<file path="config.mk">
export PLATFORM = sky130hd
export DESIGN_NAME = ide_rom_glue
export DESIGN_NICKNAME = d
export VERILOG_FILES = /design/src/core/ide_glue_pkg.sv /design/src/core/kbc_port_pin.sv /design/src/core/ide_rom_glue.sv
export VERILOG_INCLUDE_DIRS = /design/src /design/src/core
export SDC_FILE = /design/constraint.sdc
export NUM_CORES = 1
export LEC_CHECK = 0
export ABC_AREA = 1
export CAP_MARGIN = 10
export CORE_UTILIZATION = 51
export CTS_CLUSTER_SIZE = 8
export DETAILED_ROUTE_END_ITERATION = 8
export DONT_BUFFER_PORTS = 1
export GPL_TIMING_DRIVEN = 0
export PLACE_DENSITY = 0.67
export SLEW_MARGIN = 20
export SYNTH_ARGS = -nofsm -noshare
export SYNTH_HDL_FRONTEND = slang
export SYNTH_HIERARCHICAL = 1
export SYNTH_SLANG_ARGS = --single-unit
</file>
<file path="constraint.sdc">
create_clock -name sys_clk -period 1.5 [get_ports sys_clk]
set_input_delay 0.075 -clock sys_clk [delete_from_list [all_inputs] [get_ports sys_clk]]
set_output_delay 0.075 -clock sys_clk [all_outputs]
set_load 0.03 [all_outputs]
</file>
<file path="src/core/ide_glue_defs.svh">
// constants for the ide decode and rom bus glue
`ifndef IDE_GLUE_DEFS_SVH
`define IDE_GLUE_DEFS_SVH
`define PRI_TASK_BASE 10'h1F0
`define SEC_TASK_BASE 10'h170
`define PRI_CTRL_ADDR 10'h3F6
`define SEC_CTRL_ADDR 10'h376
`define TASK_DATA_OFS 3'h0
`define TASK_FILE_SPAN 10'h008
`define KBC_PULSE_CLKS 4'h3
`define KBC_RISE_NS 20
`define CLK_PERIOD_NS 10
`define KBC_RISE_CLKS ((`KBC_RISE_NS + `CLK_PERIOD_NS - 1) / `CLK_PERIOD_NS)
`define KBC_PIN_COUNT 6
`define KBC_PIN_FIRST 2
`endif

</file>
<file path="src/core/ide_glue_pkg.sv">
// types for the ide decode and rom bus glue
package ide_glue_pkg;
  // pin role on a rom-side pin
  typedef enum logic [1:0] {
    role_rom_bus = 2'b00,
    role_general = 2'b01,
    role_kbc = 2'b11
  } pin_role_e;
  // drive state of one keyboard-controller port pin
  typedef enum logic [1:0] {
    kbc_low = 2'b00,
    kbc_boost = 2'b01,
    kbc_held = 2'b11
  } kbc_state_e;
endpackage

</file>
<file path="src/core/kbc_port_pin.sv">
// one keyboard-controller port pin driver with temporary high boost
`timescale 1ns/100ps
`include "ide_glue_defs.svh"
module kbc_port_pin #(
  parameter int unsigned BOOST_CLKS = `KBC_PULSE_CLKS
) (
  // clock and reset
  input wire logic sys_clk,
  input wire logic rst_b,
  // control
  input wire logic active,
  input wire logic port_value,
  input wire logic open_drain,
  // pin drive
  output logic pin_out,
  output logic pin_oe,
  output logic pullup_on
);
  ide_glue_pkg::kbc_state_e state;
  logic [7:0] count;

  // boost after rising port value, then release to weak pull-up
  always_ff @(posedge sys_clk or negedge rst_b) begin
    if (!rst_b) begin
      state <= ide_glue_pkg::kbc_held;
      count <= 8'h00;
    end else if (!active || !port_value) begin
      state <= ide_glue_pkg::kbc_low;
      count <= 8'h00;
    end else begin
      unique case (state)
        ide_glue_pkg::kbc_low: begin
          state <= open_drain ? ide_glue_pkg::kbc_held : ide_glue_pkg::kbc_boost;
          count <= 8'h00;
        end
        ide_glue_pkg::kbc_boost: begin
          count <= count + 8'h01;
          if (count >= 8'(BOOST_CLKS - 1)) begin
            state <= ide_glue_pkg::kbc_held;
          end
        end
        ide_glue_pkg::kbc_held: begin
          state <= ide_glue_pkg::kbc_held;
        end
        default: begin
          state <= ide_glue_pkg::kbc_held;
        end
      endcase
    end
  end

  // zero drives low; one boosts high unless open drain
  always_comb begin
    pin_out = 1'b0;
    pin_oe = 1'b0;
    pullup_on = 1'b0;
    if (active) begin
      if (!port_value) begin
        pin_oe = 1'b1;
      end else if (open_drain) begin
        pin_oe = 1'b0;
      end else begin
        pin_out = 1'b1;
        pin_oe = (state != ide_glue_pkg::kbc_held);
        pullup_on = 1'b1;
      end
    end
  end

  a_boost_first_cycle: assert property (@(posedge sys_clk) disable iff (!rst_b)
    (active && !open_drain && $rose(port_value)) |-> pin_oe && pin_out)
    else $error("no active high drive after port value one");
  a_open_drain_float: assert property (@(posedge sys_clk) disable iff (!rst_b)
    (active && open_drain && port_value) |-> !pin_oe)
    else $error("open drain pin driven while port value one");
  a_boost_ends: assert property (@(posedge sys_clk) disable iff (!rst_b)
    (active && !open_drain && $rose(port_value) && $stable(open_drain))
      ##1 (active && port_value && !open_drain) [*5] |-> !pin_oe)
    else $error("temporary drive lasted too long");
endmodule

</file>
<file path="src/core/ide_rom_glue.sv">
// ide channel decode, buffer enables and rom-side byte buffer
//
// Functional notes
// - both channels decode host access, drive buffer enables
// - low data byte passes through internal buffer
// - task file selected when its select low
// - control register selected when its select low
// - offset zero is word wide, rest bytes
// - buffer enables act as for word transfers
// - option one: each channel own enable
// - option two: first enable serves both channels
// - first channel drive selects reprogrammable as decoders
// - rom buffer passes, reverses or isolates per controls
// - alternate-function pins read through, write alternate value
// - output enable alternate: internally low, read only
// - buffer enable alternate: internally high, bus floats
// - kbc one: brief active high, then pull-up
// - open drain kbc: no boost, one floats
// - kbc role ignores input and invert settings
// - kbc functions on six upper rom pins
// - reset makes all general pins plain inputs
`timescale 1ns/100ps
`include "ide_glue_defs.svh"
module ide_rom_glue #(
  parameter int unsigned BOOST_CLKS = `KBC_PULSE_CLKS,
  parameter logic [9:0] DEC_A_ADDR = 10'h000,
  parameter logic [9:0] DEC_B_ADDR = 10'h000
) (
  // clock and reset
  input wire logic sys_clk,
  input wire logic rst_b,
  // host bus
  input wire logic [9:0] host_addr,
  input wire logic host_ior_b,
  input wire logic host_iow_b,
  input wire logic host_aen,
  // channel chip selects from host decode
  input wire logic primary_taskfile_select_b,
  input wire logic secondary_taskfile_select_b,
  input wire logic primary_control_select_b,
  input wire logic secondary_control_select_b,
  // configuration
  input wire logic shared_buffer_option,
  input wire logic decoder_config_a,
  input wire logic decoder_config_b,
  // ide outputs
  output logic first_channel_buffer_enable_b,
  output logic second_channel_buffer_enable_b,
  output logic drive_select_low_group_b,
  output logic drive_select_high_group_b,
  output logic ide_word_access,
  // ide low data byte
  input wire logic [7:0] ide_low_in,
  output logic [7:0] ide_low_out,
  output logic ide_low_oe,
  // system data bus low byte
  input wire logic [7:0] system_data_bus_in,
  output logic [7:0] system_data_bus_out,
  output logic system_data_bus_oe,
  // rom-side buffer control and pins
  input wire logic rom_buffer_enable_b,
  input wire logic rom_buffer_direction,
  input wire logic rom_output_enable_b,
  input wire logic rom_enable_alternate,
  input wire logic rom_oe_alternate,
  input wire logic [7:0] rom_in,
  output logic [7:0] rom_out,
  output logic [7:0] rom_oe,
  output logic [7:0] rom_pullup,
  // per-pin roles and values
  input wire logic [7:0] pin_alternate,
  input wire logic [7:0] alt_value,
  input wire logic [7:0] kbc_select,
  input wire logic [7:0] kbc_port_value,
  input wire logic [7:0] kbc_open_drain,
  // general-purpose configuration
  input wire logic [7:0] gp_cfg_write,
  input wire logic [7:0] gp_cfg_output,
  input wire logic [7:0] gp_cfg_invert,
  input wire logic [7:0] gp_out_value,
  output logic [7:0] gp_is_output,
  output logic [7:0] gp_is_inverted,
  output logic [7:0] gp_in_value
);
  logic [7:0] ide_low_hold;
  logic [7:0] rom_hold;
  logic [7:0] kbc_out;
  logic [7:0] kbc_oe;
  logic [7:0] kbc_pull;
  logic [7:0] kbc_active;
  logic pri_sel;
  logic sec_sel;
  logic pri_data;
  logic sec_data;
  logic host_rd;
  logic host_wr;
  logic rom_cs_int_b;
  logic rom_oe_int_b;
  logic rom_to_sys;
  logic sys_to_rom;

  // exact single-address match used by both general decoders
  function automatic logic addr_hit(input logic [9:0] a, input logic [9:0] base);
    addr_hit = (a == base);
  endfunction

  // host strobes
  assign host_rd = !host_ior_b && !host_aen;
  assign host_wr = !host_iow_b && !host_aen;

  // channel select decode
  assign pri_sel = !primary_taskfile_select_b || !primary_control_select_b;
  assign sec_sel = !secondary_taskfile_select_b || !secondary_control_select_b;
  assign pri_data = !primary_taskfile_select_b && host_addr[2:0] == `TASK_DATA_OFS;
  assign sec_data = !secondary_taskfile_select_b && host_addr[2:0] == `TASK_DATA_OFS;
  assign ide_word_access = pri_data || sec_data;

  // buffer enables always act as word transfers, per option
  always_comb begin
    first_channel_buffer_enable_b = 1'b1;
    second_channel_buffer_enable_b = 1'b1;
    if ((host_rd || host_wr) && (pri_sel || sec_sel)) begin
      if (shared_buffer_option) begin
        first_channel_buffer_enable_b = 1'b0;
      end else begin
        first_channel_buffer_enable_b = !pri_sel;
        second_channel_buffer_enable_b = !sec_sel;
      end
    end
  end

  // drive selects, optionally reused as general address decoders
  always_comb begin
    drive_select_low_group_b = primary_taskfile_select_b;
    drive_select_high_group_b = primary_control_select_b;
    if (decoder_config_a) begin
      drive_select_low_group_b = !(addr_hit(host_addr, DEC_A_ADDR) && !host_aen);
    end
    if (decoder_config_b) begin
      drive_select_high_group_b = !(addr_hit(host_addr, DEC_B_ADDR) && !host_aen);
    end
  end

  // internal low-byte buffer, latched for timing
  always_ff @(posedge sys_clk or negedge rst_b) begin
    if (!rst_b) begin
      ide_low_hold <= 8'h00;
    end else if (host_rd && (pri_sel || sec_sel)) begin
      ide_low_hold <= ide_low_in;
    end else if (host_wr && (pri_sel || sec_sel)) begin
      ide_low_hold <= system_data_bus_in;
    end
  end

  assign ide_low_out = ide_low_hold;
  assign ide_low_oe = host_wr && (pri_sel || sec_sel);

  // internal rom control levels under alternate functions
  assign rom_cs_int_b = rom_enable_alternate ? 1'b1 : rom_buffer_enable_b;
  assign rom_oe_int_b = rom_oe_alternate ? 1'b0 : rom_output_enable_b;
  // read only when the output-enable pin is alternate (held low inside)
  assign rom_to_sys = !rom_cs_int_b &&
    ((rom_oe_alternate && !rom_oe_int_b) || !rom_buffer_direction);
  assign sys_to_rom = !rom_cs_int_b && !rom_oe_alternate && rom_buffer_direction;

  // rom read data registered onto the system bus
  always_ff @(posedge sys_clk or negedge rst_b) begin
    if (!rst_b) begin
      rom_hold <= 8'h00;
    end else if (rom_to_sys) begin
      rom_hold <= rom_in;
    end else if (host_rd && (pri_sel || sec_sel)) begin
      rom_hold <= ide_low_in;
    end
  end

  assign system_data_bus_out = rom_hold;
  // the buffer table alone steers the byte; the rom's own output enable does not gate it
  assign system_data_bus_oe = rom_to_sys || (host_rd && (pri_sel || sec_sel));

  // kbc pins are the six upper rom pins
  generate
    for (genvar i = 0; i < 8; i++) begin : g_pin
      if (i >= `KBC_PIN_FIRST && i < `KBC_PIN_FIRST + `KBC_PIN_COUNT) begin : g_kbc
        assign kbc_active[i] = kbc_select[i] && pin_alternate[i];
        kbc_port_pin #(
          .BOOST_CLKS(BOOST_CLKS)
        ) u_kbc (
          .sys_clk(sys_clk),
          .rst_b(rst_b),
          .active(kbc_active[i]),
          .port_value(kbc_port_value[i]),
          .open_drain(kbc_open_drain[i]),
          .pin_out(kbc_out[i]),
          .pin_oe(kbc_oe[i]),
          .pullup_on(kbc_pull[i])
        );
      end else begin : g_plain
        assign kbc_active[i] = 1'b0;
        assign kbc_out[i] = 1'b0;
        assign kbc_oe[i] = 1'b0;
        assign kbc_pull[i] = 1'b0;
      end
    end
  endgenerate

  // per-pin rom side drive
  always_comb begin
    for (int i = 0; i < 8; i++) begin
      rom_out[i] = 1'b0;
      rom_oe[i] = 1'b0;
      rom_pullup[i] = kbc_pull[i];
      if (kbc_active[i]) begin
        rom_out[i] = kbc_out[i];
        rom_oe[i] = kbc_oe[i];
      end else if (pin_alternate[i]) begin
        rom_out[i] = alt_value[i] ^ gp_is_inverted[i];
        rom_oe[i] = rom_cs_int_b ? gp_is_output[i] : sys_to_rom;
      end else if (sys_to_rom) begin
        rom_out[i] = system_data_bus_in[i];
        rom_oe[i] = 1'b1;
      end else if (rom_cs_int_b && gp_is_output[i]) begin
        rom_out[i] = gp_out_value[i] ^ gp_is_inverted[i];
        rom_oe[i] = 1'b1;
      end
    end
  end

  // general-purpose direction and polarity; reset gives plain inputs
  always_ff @(posedge sys_clk or negedge rst_b) begin
    if (!rst_b) begin
      gp_is_output <= 8'h00;
      gp_is_inverted <= 8'h00;
    end else begin
      for (int i = 0; i < 8; i++) begin
        if (kbc_active[i]) begin
          gp_is_output[i] <= 1'b1;
          gp_is_inverted[i] <= 1'b0;
        end else if (gp_cfg_write[i]) begin
          gp_is_output[i] <= gp_cfg_output[i];
          gp_is_inverted[i] <= gp_cfg_invert[i];
        end
      end
    end
  end

  // general input sample
  always_ff @(posedge sys_clk or negedge rst_b) begin
    if (!rst_b) begin
      gp_in_value <= 8'h00;
    end else begin
      gp_in_value <= rom_in ^ gp_is_inverted;
    end
  end

  a_shared_option: assert property (@(posedge sys_clk) disable iff (!rst_b)
    shared_buffer_option |-> second_channel_buffer_enable_b)
    else $error("second enable used in shared option");
  a_own_enable: assert property (@(posedge sys_clk) disable iff (!rst_b)
    (!shared_buffer_option && host_rd && !secondary_taskfile_select_b && !pri_sel)
      |-> !second_channel_buffer_enable_b && first_channel_buffer_enable_b)
    else $error("secondary access on wrong enable");
  a_word_enable: assert property (@(posedge sys_clk) disable iff (!rst_b)
    (host_wr && !primary_taskfile_select_b && host_addr[2:0] != 3'h0)
      |-> !first_channel_buffer_enable_b)
    else $error("byte access did not enable buffer");
  a_ctrl_select: assert property (@(posedge sys_clk) disable iff (!rst_b)
    (host_rd && !primary_control_select_b) |-> !first_channel_buffer_enable_b)
    else $error("control select not decoded");
  a_rom_isolate: assert property (@(posedge sys_clk) disable iff (!rst_b)
    (rom_enable_alternate && !(|kbc_active) && !(|pin_alternate) && !(|gp_is_output))
      |-> rom_oe == 8'h00)
    else $error("rom bus driven while buffer disabled");
  a_rom_read: assert property (@(posedge sys_clk) disable iff (!rst_b)
    (rom_to_sys) |=> rom_hold == $past(rom_in))
    else $error("rom data not passed to system bus");
  a_oe_alt_ro: assert property (@(posedge sys_clk) disable iff (!rst_b)
    (rom_oe_alternate && !(|pin_alternate) && !(|gp_is_output)) |-> rom_oe == 8'h00)
    else $error("read only rom bus driven");
  a_kbc_no_input: assert property (@(posedge sys_clk) disable iff (!rst_b)
    kbc_active[2] ##1 kbc_active[2] |-> gp_is_output[2] && !gp_is_inverted[2])
    else $error("kbc pin made input or inverted");
  a_low_byte: assert property (@(posedge sys_clk) disable iff (!rst_b)
    (host_rd && pri_sel) |=> ide_low_out == $past(ide_low_in))
    else $error("low data byte not buffered");
endmodule

</file>
==> key figures <==
Job
  • Max Cap Viol: 0

Worst setup path
  • Worst reg2reg path depth: 4
  • Worst EP required: 1420 ps
  • CP Class: reg2out
  • Worst path arrival time: 1550 ps
  • Critical Path Source Type: flip-flop
  • Crit. End Element: primary output
  • CP max FO: 5

Synth
  • Number of flops mapped to enable cells by yosys: 0
  • Post-synth top area share: 0.347
  • Main flop type after synthesis: dfrtp_1
  • Synth Cell Area: 0.00634 mm^2
  • Ys async rst share: 1.00
  • Ranking of synthesized cells by area: dfrtp_1 35%, nand2_1 15%, nand3_1 5.6%
  • Post-synth top cells: 253 x nand2_1, 94 x inv_1, 88 x dfrtp_1
  • Post-Syn Instances: 854
  • Yosys cell types: 35
  • Most numerous cell in the Yosys netlist: nand2_1
  • Yosys reg bits: 100
  • Mean Syn Cell Area: 7.43 um^2
  • Sequential fraction of the synthesis area: 0.397
  • Cell taking the most area after synthesis: dfrtp_1
  • YS warnings: 6

Placed design
  • Pre-CTS setup slack: -114 ps
  • # port buffers: 0
  • Placed insts: 1023
  • Placed wire-length estimate: 11900 um
  • Routability congestion estimate: 0.876

Drt
  • Vias per inst: 5.33
  • DRC viols: 0
  • Final ANT Viol Nets: 0
  • DR pass1 iterations: 5
  • Avg WL per Cell: 15.4 um
  • Initial DRC count: 277
  • Detailed-route wire length: 17200 um
  • Vias: 5949

Layout
  • Post-Layout Cell Count: 1116
  • Proportion of layout cells with a drive suffix above 1: 0.229
  • Fin nets: 1078
  • Antenna cell count: 0
  • P&R area growth vs syn: 23.6%
  • Filler cells: 999

CTS
  • Root Buffer Master: clkbuf_16
  • Clk sinks: 100
  • Worst-path clk slew: 70 ps
  • Max clock buf depth: 2
  • CTS Buf Count: 9
  • Clk Latency, worst-skew pair: 350 ps
  • CTS Hold Bufs: 60
  • CTS tree: built
  • H-tree depth: 3

Timing
  • Final setup violating endpoints: 12
  • Hold_ws: -579 ps
  • Slew Viols, Final: 0
  • Slew HR: 0.315
  • Final cycle utilization of the critical path: 1.09
  • RSZ-0062 raised after global routing: yes
  • Final worst setup slack: -129 ps
  • Hold Fails Final Rpt: 100
  • Tmin final: 1630 ps
  • Setup_tns: -572 ps
  • Worst Tran Pin Value: 1020 ps
  • Worst Skew: 10.7 ps
  • Achievable frequency: 614 MHz

Die
  • Die width: 114 um
  • Core box area: 0.0121 mm^2
  • Die footprint: 0.0129 mm^2
  • Die H: 114 um
  • I/O pin total: 194
  • Row count: 40
  • Initial core utilization: 0.526

Min path
  • Hold/Removal Path Class: in2async

GRT
  • Gr ovfl total: 0
  • Total GRT Usage: 0.270
  • Largest net degree at the start of global routing: 101
  • Initial antenna violation count: 0
  • Vias in the first global route: 5858
  • First-pass GRT wire length: 27400 um

Power
  • P_leak: 3.54 nW
  • Pwr Total: 6.62 mW
  • Peak VDD IR: 490 uV
  • PD cells: 844 mW/mm^2

Outcome
  • Violated checks: negative hold slack, negative setup slack
  • Status: finished with violations
path summary, 6_finish.rpt:
path,from,end,slack (ps)
worst min register to register,g_pin[2].g_kbc.u_kbc/count[7],g_pin[2].g_kbc.u_kbc/count[7],540
worst max-delay path,gp_is_inverted[4],rom_out[4],-130
worst min-delay path,rst_b,g_pin[2].g_kbc.u_kbc/count[6],-580
max in group asynchronous,rst_b,g_pin[4].g_kbc.u_kbc/state[0],1860
min in group sys_clk,host_aen,ide_low_out[2],20
worst max register to register,gp_is_output[2],gp_is_output[2],30
critical path: stages (launching register included):
cell and delay [ps]:
dfrtp_2 510, inv_2 110, nand2_1 50, nand2_1 60, nand2_1 70, nand2_1 90, nand2_2 70, a21oi_4 250
flip-flops by register name, indices dropped and copies added, names as in the netlist:
register                 flops
g_pin.g_kbc.u_kbc/count     48
g_pin.g_kbc.u_kbc/state     12
gp_in_value                  8
gp_is_inverted               8
gp_is_output                 8
ide_low_out                  8
system_data_bus_out          8
stage by stage:
stage / utilization / instance area [um^2] / hold WS (ps)
floorplan: - / 6340 / -221
global placement: 0.543 / 6560 / -218
detailed placement: 0.543 / 6560 / -218
CTS: 0.642 / 7740 / -604
global route: 0.650 / 7840 / -598
finish: 0.650 / 7840 / -579
cell type report:
type                    count  area (um^2)  share of cell area
well taps                 168          210              0.0268
flip-flops and latches    100         2530               0.323
plain buffers              22          158              0.0201
clock inverters             3         20.0             0.00255
inverters                 114          428              0.0546
repair buffers             77          728              0.0929
clock buffers              13          270              0.0345
multi-input cells         619         3490               0.445
repair_timing:
item,4_1_cts,5_1_grt
hold endpoints to repair,152,100
buffers inserted,12,5
cloned,0,0
setup endpoints to repair,16,16
pin swaps,19,18
resized for setup,73,28
cell usage in the layout, fill, tap and decap left out, types with 3 or more instances in the layout:
cell type      count
a21boi_1           6
a21oi_1           27
a21oi_2            6
a21oi_4            7
buf_2              6
buf_4             31
clkbuf_16          9
clkbuf_8           3
dfrtp_1           74
dfrtp_2           14
dfstp_2           12
dlygate4sd3_1     60
ha_1              12
inv_1             76
inv_2             38
nand2_1          242
nand2_2           23
nand3_1           69
nand3_2            7
nand4_1           14
nor2_1            69
nor2_2            14
nor2_4            14
nor3_4             6
nor4_1             6
o211ai_1           6
o21ai_0            6
o21ai_1           32
o21ai_4            7
o21bai_1           6
o22ai_2           10
o31ai_1            7
xnor2_1            6
xor2_1             8
report_power, final:
part	internal, mW	switching [mW]
Combinational	0.412	0.636
Clock	1.26	1.04
Sequential	2.86	0.418
Total	4.53	2.09
logic make-up after synthesis:
group,synth area share
other cells,0.000591
simple gates,0.342
xor+xnor,0.0193
fa+ha+maj,0.0237
buf+inv,0.0923
compound gates,0.125
flops,0.397
layer usage:
layer	GRT usage	routed length, um
met1	0.337	7390
met2	0.465	8620
met5	0	0
met4	0.113	448
met3	0.0441	766
(Power assumes the default switching activity.)
